File: src/core/osdma_pkg.sv
package osdma_pkg;
  // Register codes on the serial port (write code, read code = write | 0x80)
  localparam logic [7:0] OSDMA_REG_CTL = 8'h00;
  localparam logic [7:0] OSDMA_REG_VMODE0 = 8'h01;
  localparam logic [7:0] OSDMA_REG_AH = 8'h05;
  localparam logic [7:0] OSDMA_REG_AL = 8'h06;
  localparam logic [7:0] OSDMA_REG_DIN = 8'h07;
  localparam logic [7:0] OSDMA_READ_FLAG = 8'h80;
  localparam logic [7:0] OSDMA_ESCAPE = 8'hFF;
  localparam logic [7:0] OSDMA_ZERO8 = 8'h00;
  // Field positions
  localparam int OSDMA_CTL_AUTO = 0;
  localparam int OSDMA_CTL_VSCLR = 1;
  localparam int OSDMA_CTL_CLEAR = 2;
  localparam int OSDMA_CTL_ATTR_LO = 3;
  localparam int OSDMA_CTL_ATTR_HI = 5;
  localparam int OSDMA_CTL_MODE8 = 6;
  localparam int OSDMA_AH_MSB = 0;
  localparam int OSDMA_AH_BSEL = 1;
  localparam int OSDMA_VMODE0_SRST = 1;
  localparam int OSDMA_ATTR_SHIFT = 5;
  // Display memory geometry
  localparam int OSDMA_ADDR_W = 9;
  localparam int OSDMA_DEPTH = 480;
  // Clear timing
  localparam int OSDMA_CLK_MHZ = 40;
  localparam int OSDMA_CLEAR_US = 20;
  localparam int OSDMA_CLEAR_CYC = OSDMA_CLEAR_US * OSDMA_CLK_MHZ;
endpackage

File: src/core/osdma_top.sv
`timescale 1ns/1ps
module osdma_top
#(
  parameter int CLEAR_CYCLES = osdma_pkg::OSDMA_CLEAR_CYC
)
(
  // Clock, reset, enable
  input wire logic clk_sys_i,
  input wire logic resetn_i,
  input wire logic ce_i,
  // Decoded register port transaction
  input wire logic reg_wr_i,
  input wire logic reg_rd_i,
  input wire logic [7:0] reg_code_i,
  input wire logic [7:0] reg_wdata_i,
  input wire logic cs_rise_i,
  // Video timing and modes
  input wire logic vsync_i,
  input wire logic ext_sync_i,
  input wire logic bg_mode_i,
  input wire logic local_background_select_i,
  // Register read data
  output logic [7:0] reg_rdata_o,
  // Display memory write port
  output logic mem_we_o,
  output logic [osdma_pkg::OSDMA_ADDR_W-1:0] mem_addr_o,
  output logic [7:0] mem_char_o,
  output logic [7:0] mem_attr_o,
  output logic mem_char_we_o,
  output logic mem_attr_we_o,
  // Status and pixel source
  output logic clear_busy_o,
  output logic bg_video_o
);
  import osdma_pkg::*;

  // ------------------------------------------------------------
  // Reset synchroniser and clear timer
  // ------------------------------------------------------------
  logic rst_n;
  logic tmr_start;
  logic tmr_busy;
  logic tmr_done;

  osdma_sync u_sync
  (
    .clk_i(clk_sys_i),
    .resetn_i(resetn_i),
    .resetn_o(rst_n)
  );

  osdma_clear_timer #(.CYCLES(CLEAR_CYCLES)) u_timer
  (
    .clk_i(clk_sys_i),
    .rst_ni(rst_n),
    .en_i(ce_i),
    .start_i(tmr_start),
    .busy_o(tmr_busy),
    .done_o(tmr_done)
  );

  // ------------------------------------------------------------
  // Register state
  // ------------------------------------------------------------
  logic [7:0] ctl_q;
  logic [7:0] ctl_d;
  logic [7:0] ah_q;
  logic [7:0] ah_d;
  logic [7:0] al_q;
  logic [7:0] al_d;
  logic [OSDMA_ADDR_W-1:0] wptr_q;
  logic [OSDMA_ADDR_W-1:0] wptr_d;
  logic auto_live_q;
  logic auto_live_d;
  logic srst_pend_q;
  logic srst_pend_d;
  logic boot_q;
  logic boot_d;
  logic [OSDMA_ADDR_W-1:0] clr_ptr_q;
  logic [OSDMA_ADDR_W-1:0] clr_ptr_d;
  logic [7:0] rdata_q;
  logic [7:0] rdata_d;
  logic we_q;
  logic we_d;
  logic cwe_q;
  logic cwe_d;
  logic awe_q;
  logic awe_d;
  logic [OSDMA_ADDR_W-1:0] maddr_q;
  logic [OSDMA_ADDR_W-1:0] maddr_d;
  logic [7:0] mchar_q;
  logic [7:0] mchar_d;
  logic [7:0] mattr_q;
  logic [7:0] mattr_d;
  logic bgv_q;
  logic bgv_d;
  logic busy_q;
  logic busy_d;

  logic clear_req;
  logic clear_go;
  logic wr_ctl;
  logic wr_din;
  logic mode8;
  logic [OSDMA_ADDR_W-1:0] reg_addr;
  logic [OSDMA_ADDR_W-1:0] last_addr;
  logic [7:0] attr16;

  assign clear_req = ctl_q[OSDMA_CTL_CLEAR];
  assign mode8 = ctl_q[OSDMA_CTL_MODE8];
  assign reg_addr = {ah_q[OSDMA_AH_MSB], al_q};
  assign last_addr = OSDMA_ADDR_W'(OSDMA_DEPTH - 1);
  assign attr16 = {ctl_q[OSDMA_CTL_ATTR_HI:OSDMA_CTL_ATTR_LO], 5'h00};
  assign wr_ctl = reg_wr_i && reg_code_i == OSDMA_REG_CTL;
  assign wr_din = reg_wr_i && reg_code_i == OSDMA_REG_DIN && !clear_req;
  // Immediate, or wait for vsync when the defer bit is set
  assign clear_go = clear_req && !tmr_busy && !tmr_done &&
    (!ctl_q[OSDMA_CTL_VSCLR] || vsync_i);
  assign tmr_start = clear_go;

  // ------------------------------------------------------------
  // Next-state logic
  // ------------------------------------------------------------
  always_comb
  begin
    ctl_d = ctl_q;
    ah_d = ah_q;
    al_d = al_q;
    wptr_d = wptr_q;
    auto_live_d = auto_live_q;
    srst_pend_d = srst_pend_q;
    boot_d = 1'b0;
    clr_ptr_d = clr_ptr_q;
    rdata_d = rdata_q;
    we_d = 1'b0;
    cwe_d = 1'b0;
    awe_d = 1'b0;
    maddr_d = maddr_q;
    mchar_d = mchar_q;
    mattr_d = mattr_q;
    busy_d = tmr_busy || clear_req || boot_q;
    // Background pixel source
    bgv_d = ext_sync_i && !bg_mode_i && !local_background_select_i;
    if (tmr_done)
    begin
      ctl_d[OSDMA_CTL_CLEAR] = 1'b0;
    end

    if (wr_ctl)
    begin
      ctl_d = reg_wdata_i;
      // A running clear cannot be cancelled by software
      if (clear_req && !tmr_done)
      begin
        ctl_d[OSDMA_CTL_CLEAR] = 1'b1;
      end
      if (reg_wdata_i[OSDMA_CTL_AUTO] && !ctl_q[OSDMA_CTL_AUTO])
      begin
        auto_live_d = 1'b0;
      end
    end
    // Address registers are locked while clearing
    if (reg_wr_i && reg_code_i == OSDMA_REG_AH && !clear_req)
    begin
      ah_d = reg_wdata_i;
    end
    if (reg_wr_i && reg_code_i == OSDMA_REG_AL && !clear_req)
    begin
      al_d = reg_wdata_i;
    end
    if (reg_wr_i && reg_code_i == OSDMA_REG_VMODE0 &&
      reg_wdata_i[OSDMA_VMODE0_SRST])
    begin
      srst_pend_d = 1'b1;
    end

    // Data writes to display memory
    if (wr_din)
    begin
      if (ctl_q[OSDMA_CTL_AUTO])
      begin
        if (reg_wdata_i == OSDMA_ESCAPE)
        begin
          ctl_d[OSDMA_CTL_AUTO] = 1'b0;
          auto_live_d = 1'b0;
        end
        else
        begin
          we_d = 1'b1;
          // First write takes the programmed address
          maddr_d = auto_live_q ? wptr_q : reg_addr;
          wptr_d = (auto_live_q ? wptr_q : reg_addr) +
            OSDMA_ADDR_W'(1);
          auto_live_d = 1'b1;
        end
      end
      else
      begin
        we_d = 1'b1;
        maddr_d = reg_addr;
      end
      if (mode8)
      begin
        cwe_d = we_d && !ah_q[OSDMA_AH_BSEL];
        awe_d = we_d && ah_q[OSDMA_AH_BSEL];
        mchar_d = reg_wdata_i;
        mattr_d = reg_wdata_i;
      end
      else
      begin
        cwe_d = we_d;
        awe_d = we_d;
        mchar_d = reg_wdata_i;
        mattr_d = attr16;
      end
    end

    // Clear triggers
    if (boot_q || (cs_rise_i && srst_pend_q))
    begin
      ctl_d[OSDMA_CTL_CLEAR] = 1'b1;
      ctl_d[OSDMA_CTL_VSCLR] = 1'b0;
      srst_pend_d = 1'b0;
    end
    if (cs_rise_i)
    begin
      srst_pend_d = 1'b0;
    end
    if (ctl_d[OSDMA_CTL_CLEAR])
    begin
      ctl_d[OSDMA_CTL_AUTO] = 1'b0;
      auto_live_d = 1'b0;
    end

    // Sweep zeros through every location
    if (clear_go)
    begin
      clr_ptr_d = '0;
    end
    else if (tmr_busy)
    begin
      if (clr_ptr_q <= last_addr)
      begin
        we_d = 1'b1;
        cwe_d = 1'b1;
        awe_d = 1'b1;
        maddr_d = clr_ptr_q;
        mchar_d = OSDMA_ZERO8;
        mattr_d = OSDMA_ZERO8;
        clr_ptr_d = clr_ptr_q + OSDMA_ADDR_W'(1);
      end
    end

    if (reg_rd_i)
    begin
      case (reg_code_i)
        OSDMA_REG_CTL | OSDMA_READ_FLAG: rdata_d = ctl_q;
        OSDMA_REG_AH | OSDMA_READ_FLAG: rdata_d = ah_q;
        OSDMA_REG_AL | OSDMA_READ_FLAG: rdata_d = al_q;
        default: rdata_d = OSDMA_ZERO8;
      endcase
    end
  end

  // ------------------------------------------------------------
  // State registers
  // ------------------------------------------------------------
  always_ff @(posedge clk_sys_i or negedge rst_n)
  begin
    if (!rst_n)
    begin
      ctl_q <= OSDMA_ZERO8;
      ah_q <= OSDMA_ZERO8;
      al_q <= OSDMA_ZERO8;
      wptr_q <= '0;
      auto_live_q <= 1'b0;
      srst_pend_q <= 1'b0;
      boot_q <= 1'b1;
      clr_ptr_q <= '0;
      rdata_q <= OSDMA_ZERO8;
      we_q <= 1'b0;
      cwe_q <= 1'b0;
      awe_q <= 1'b0;
      maddr_q <= '0;
      mchar_q <= OSDMA_ZERO8;
      mattr_q <= OSDMA_ZERO8;
      bgv_q <= 1'b0;
      busy_q <= 1'b1;
    end
    else if (ce_i)
    begin
      ctl_q <= ctl_d;
      ah_q <= ah_d;
      al_q <= al_d;
      wptr_q <= wptr_d;
      auto_live_q <= auto_live_d;
      srst_pend_q <= srst_pend_d;
      boot_q <= boot_d;
      clr_ptr_q <= clr_ptr_d;
      rdata_q <= rdata_d;
      we_q <= we_d;
      cwe_q <= cwe_d;
      awe_q <= awe_d;
      maddr_q <= maddr_d;
      mchar_q <= mchar_d;
      mattr_q <= mattr_d;
      bgv_q <= bgv_d;
      busy_q <= busy_d;
    end
  end

  assign reg_rdata_o = rdata_q;
  assign mem_we_o = we_q;
  assign mem_addr_o = maddr_q;
  assign mem_char_o = mchar_q;
  assign mem_attr_o = mattr_q;
  assign mem_char_we_o = cwe_q;
  assign mem_attr_we_o = awe_q;
  assign clear_busy_o = busy_q;
  assign bg_video_o = bgv_q;
endmodule

File: src/core/osdma_sync.sv
`timescale 1ns/1ps
module osdma_sync
(
  // Clock and asynchronous reset
  input wire logic clk_i,
  input wire logic resetn_i,
  // Synchronised reset
  output logic resetn_o
);
  logic s1_q;
  logic s2_q;
  always_ff @(posedge clk_i or negedge resetn_i)
  begin
    if (!resetn_i)
    begin
      s1_q <= 1'b0;
      s2_q <= 1'b0;
    end
    else
    begin
      s1_q <= 1'b1;
      s2_q <= s1_q;
    end
  end
  assign resetn_o = s2_q;
endmodule

File: src/core/osdma_clear_timer.sv
`timescale 1ns/1ps
module osdma_clear_timer
#(
  parameter int CYCLES = osdma_pkg::OSDMA_CLEAR_CYC
)
(
  // Clock, reset and enable
  input wire logic clk_i,
  input wire logic rst_ni,
  input wire logic en_i,
  // Control
  input wire logic start_i,
  output logic busy_o,
  output logic done_o
);
  import osdma_pkg::*;
  localparam int CW = $clog2(CYCLES + 1);
  localparam logic [CW-1:0] CMAX = CW'(CYCLES - 1);
  logic [CW-1:0] cnt_q;
  logic [CW-1:0] cnt_d;
  logic busy_q;
  logic busy_d;
  logic done_q;
  logic done_d;
  always_comb
  begin
    cnt_d = cnt_q;
    busy_d = busy_q;
    done_d = 1'b0;
    if (start_i && !busy_q)
    begin
      busy_d = 1'b1;
      cnt_d = '0;
    end
    else if (busy_q)
    begin
      if (cnt_q == CMAX)
      begin
        busy_d = 1'b0;
        done_d = 1'b1;
      end
      else
      begin
        cnt_d = cnt_q + CW'(1);
      end
    end
  end
  always_ff @(posedge clk_i or negedge rst_ni)
  begin
    if (!rst_ni)
    begin
      cnt_q <= '0;
      busy_q <= 1'b0;
      done_q <= 1'b0;
    end
    else if (en_i)
    begin
      cnt_q <= cnt_d;
      busy_q <= busy_d;
      done_q <= done_d;
    end
  end
  assign busy_o = busy_q;
  assign done_o = done_q;
endmodule

File: config.mk
export PLATFORM = sky130hd
export DESIGN_NAME = osdma_top
export DESIGN_NICKNAME = d
export VERILOG_FILES = /design/src/core/osdma_pkg.sv /design/src/core/osdma_top.sv /design/src/core/osdma_sync.sv /design/src/core/osdma_clear_timer.sv
export SDC_FILE = /design/constraint.sdc
export NUM_CORES = 1
export LEC_CHECK = 0
export ABC_AREA = 1
export BUFFER_PORTS_ARGS = -buffer_cell sky130_fd_sc_hd__buf_2
export CORE_UTILIZATION = 35
export DETAILED_ROUTE_END_ITERATION = 10
export PLACE_DENSITY = 0.59
export SETUP_SLACK_MARGIN = 0.5
export SYNTH_ARGS = -nofsm -noshare
export SYNTH_HDL_FRONTEND = slang
export SYNTH_SLANG_ARGS = --single-unit
File: constraint.sdc
create_clock -name clk_sys_i -period 3.72 [get_ports clk_sys_i]
set_clock_uncertainty 0.2 [all_clocks]
set_input_delay 0 -clock clk_sys_i [delete_from_list [all_inputs] [get_ports clk_sys_i]]
set_output_delay 0 -clock clk_sys_i [all_outputs]
set_load 0.02 [all_outputs]
== Word-level counts from Yosys, hierarchy flattened ==
Cells that the tools add are included.
Operators by class
  add/subtract/negate cells: 3
  bitwise logic cells: 1
  equal/unequal tests: 10
  reductions and logical operators: 47
  $lt $le $gt $ge: 1
  mux-type cells: 62
Operator list (count)
  $mux 9: 10
  $mux 8: 9
  $mux 1: 37
  $eq 8x8->1 const B: 4
  $mux 10: 3
  $eq 8x3->1 const B: 3
  $pmux 8 s3: 1
  $logic_and 1x1->1: 20
  $add 9x1->9 const B: 2
  $reduce_and 2->1: 6
  $add 10x1->10 const B: 1
  $eq 10x10->1 const B: 1
  $le 9x9->1 const B: 1
  $eq 8x1->1 const B: 1
  $logic_not 1->1: 8
  $logic_not 8->1: 1
  $reduce_bool 2->1: 4
  $reduce_and 3->1: 2
  $logic_or 1x1->1: 4
  $reduce_and 4->1: 1
  $mux 3: 1
  $reduce_bool 3->1: 1
  $mux 2: 1
  $ne 2x1->1 const B: 1
  $not 1->1: 1
Storage, ports and cells
  input bits: 26
  register bits: 97
  word-level logic and storage cells: 148
  output and inout port bits: 38

== Depth between registers and ports, before layout ==
  depth after elaboration: 10
  depth in mapped cells: 10

== Cells and area by module ==
Synthesis repeated with hierarchy kept, for this count alone.
Second synthesis, totals
  cell total of the unflattened synthesis: 751
  area, all modules: 5424.0 µm²
By module, submodules not included
  osdma_top: area an instance 4630.7 µm², times used 1, cells an instance 643
  osdma_clear_timer: area an instance 739.5 µm², times used 1, cells an instance 105
  osdma_sync: area an instance 53.8 µm², times used 1, cells an instance 3

== Worst setup path before layout ==
Ideal clock, no wire load.
  kind: reg-to-reg
  from: register auto_live_q
  to: register wptr_q[4]
  cell stages (with the launch flop): 9
  clock period less this slack: 1.684 ns
  arrival: 1.361 ns
  slack: 2.036 ns
  data required time: 3.397 ns
  setup time: 0.123 ns
  path buffers: 0
  cells stage by stage: dfrtp_1 inv_2 nand2_1 nand2_2 ha_1 nand2_1 nor2_2 xor2_1 o21ai_1
Between the ends
  longest elaborated chain between the ends: 2
RTL lines
  start, declared: RTL line osdma_top.sv:73  | logic auto_live_q;
  start signal, assigned: RTL line osdma_top.sv:296  | auto_live_q <= auto_live_d;
  $mux 9: RTL line osdma_top.sv:192  | wptr_d = (auto_live_q ? wptr_q : reg_addr) +
  $add 9x1->9: RTL line osdma_top.sv:192
  end signal, assigned: RTL line osdma_top.sv:295  | wptr_q <= wptr_d;
  end, declared: RTL line osdma_top.sv:71  | logic [OSDMA_ADDR_W-1:0] wptr_q;
No other way between the ends.
A chain may end at the register's enable or synchronous reset.

==> results.cfg <==
[worst_setup_path]
startpoint_type = input pin
cp-end-kind = flip-flop
critPathKind = input pin to flip-flop
worstPathArrival_ns = 2.81
worstPathRequired_ns = 3.81
crit_path_max_fanout = 37

[finish]
stdcell_area_mm2 = 0.00638
final_common_cell = nand2_1
drive_above_1_share_pct = 16.3
finalNonFillerCells = 984
diodes = 0
syn_to_final_growth_pct = 18.3
layout_common_cells = nand2_1 (231), dfrtp_1 (94), inv_1 (78)
final_nets = 820

[floorplan]
rows = 45
die_area_mm2 = 0.0159
fp.dieH_um = 126
dieWidth_um = 126
io_pins = 64
start_util_pct = 35.6
core-area_mm2 = 0.0151

[place]
placed_area_mm2 = 0.00581
dp.cells = 941
port_buffers = 63
routabilityCongestion = 0.891
dp_hpwl_um = 10000

[logic_synthesis]
ys_seq_area_share_pct = 45.0
synth_area_leader_cell = dfrtp_1
ys_ff_latch = 97
async_flop_share_pct = 100
synth_ff_type = dfrtp_1
synthTopCellsByArea = dfrtp_1 (44%), nand2_1 (16%), nand3_1 (6.1%)
syn-cell-area_mm2 = 0.00540
syn-mean-instance-area_um2 = 7.63
synthDistinctLibCells = 47
synth_top_area_share_pct = 44.1
synth_warnings = 0
synth.net_count = 736
netlist_instances = 707
synth-edff-count = 0

[clock_network]
cts.clk_slew.worst_paths_ns = 0.07
cts_root_buffer = clkbuf_16
cts_setup_buffers = 0
cts_buffers = 9
cts_sinks = 97
ctsHtreeMaxLevel = 3
clkLatencyLatePin_ns = 0.36
cts_tree = yes
cts.path.max_buffers = 2

[sta]
max_slew_margin_pct = 47.2
slew_violations = 0
hold_violations = 0
tns_ns = 0
finalSetupViolCount = 0
rsz0062_at_grt = false
tightest_slew_ns = 0.791
period_minus_slack_ns = 2.71
fmax_ghz = 0.368
fin_crit_sh_pct = 73.0

[drt]
num_vias = 4733
drt-pass1-iter-count = 5
ant_nets = 0
drtIter0Drc = 385
wl_per_cell_um = 14.2
remaining_drc_errors = 0
routed_wl_um = 14000
vias_per_cell = 4.81

[global_route]
antenna_found_initial = 0
grt_usage_pct = 18.6
grt_max_degree = 60
grt_pass1_wl_um = 23000
grt-ovfl-total = 0
grt_pass1_vias = 4301

[min_path]
hold_path_class = input pin to flip-flop

[pwr]
ir_drop_uv = 216
p_leak_uw = 0.00322
power.density_mw_per_mm2 = 408

[outcome]
status = finished clean

[job]
drv_cap = 0
kinds of logic (layout without fill, tap and decap cells):
logic type	Yosys count	count (layout)	share of synthesized area (%)
AND/OR/NAND/NOR	387	387	32.7
AO/OA/AOI/OAI	108	108	11.5
buffers and inverters	104	193	8.81
flip-flops	97	97	45.0
XOR/XNOR	7	7	1.14
adder cells (fa/ha/maj)	3	3	0.696
other	1	1	0.0695
flip-flops by register name (all words and copies together) (netlist names), 8 cells and up:
name,cells
mem_char_o,8
clr_ptr_q,9
mem_addr_o,9
ctl_q,8
wptr_q,9
u_timer.cnt_q,10
al_q,8
reg_rdata_o,8
mem_attr_o,8
ah_q,8
cell usage after synthesis, types with 2 or more instances:
master / instances
dfrtp_1: 95
nand3_1: 66
nand2_2: 9
nand2_4: 5
nor2_4: 4
buf_2: 6
buf_4: 3
inv_1: 78
clkbuf_1: 3
o21ai_0: 42
nand3b_1: 2
o21ai_4: 2
inv_2: 5
nor2_1: 38
o21ai_1: 17
buf_6: 5
ha_1: 3
nor2_2: 6
o211a_1: 3
nand2_1: 231
xor2_1: 6
a31oi_1: 4
or2_2: 5
dfstp_2: 2
a21oi_1: 25
nor3_2: 2
nand4_1: 7
nor3_1: 6
o22ai_1: 9
critical path: stages:
cell and delay [ns]:
dlygate4sd3_1 0.53, buf_2 0.58, inv_1 0.49, a21oi_4 0.42
nand3_1 0.12, dlygate4sd3_1 0.59, nand2_1 0.06
cell type report:
type,instances,area [um^2]
tap,188,235
timing repair buffer,92,601
multi-input combinational,506,2490
fill,1524,8770
clock buffer,12,267
inverter,85,320
clock inverter,4,33.8
sequential,97,2430
worst paths after layout:
path	start	end	slack, ns	cells past startpoint
max	ce_i	mem_char_o[0]	1.01	7
max reg2reg	clr_ptr_q[0]	mem_char_o[0]	1.35	9
min reg2reg	u_sync.s1_q	u_sync.resetn_o	0.16	0
min	reg_rd_i	reg_rdata_o[5]	0.01	4
min in group asynchronous	u_sync.resetn_o	mem_char_o[6]	0.22	0
max in group asynchronous	u_sync.resetn_o	reg_rdata_o[0]	2.31	1
repair_timing:
item,CTS,global route
setup endpoints to repair,0,0
hold buffers,27,0
endpoints found under the hold margin,46,0
gates resized for setup,0,0
through the flow:
stage / hold slack [ns] / power, uW / setup slack [ns] / utilization [%]
6_report: 0.0135 / 2600 / 1.01 / 42.1
5_1_grt: 0.0584 / 2740 / 0.812 / 42.1
4_1_cts: 0.00273 / 2640 / 1.05 / 42.1
3_5_place_dp: -0.413 / 1670 / 1.73 / 38.4
3_3_place_gp: -0.413 / 1670 / 1.74 / 38.4
2_1_floorplan: -0.496 / 1560 / 0.621 / -
per-layer routing:
layer  vias up  track usage [%]  part of all wire, %
met3        19             3.02                  3.8
met4         0             6.38                  1.8
met2       114             28.8                   45
li1       2444                -                    -
met1      2156             26.4                   49
met5         -                0                    0
where the power goes:
part	leakage, uW	switching, uW	internal, uW
Combinational	0.00178	286	152
Sequential	0.00130	97.4	1130
Clock	0.000145	422	514
Total	0.00322	806	1800
Note: power is estimated with default switching activity, not from simulation.
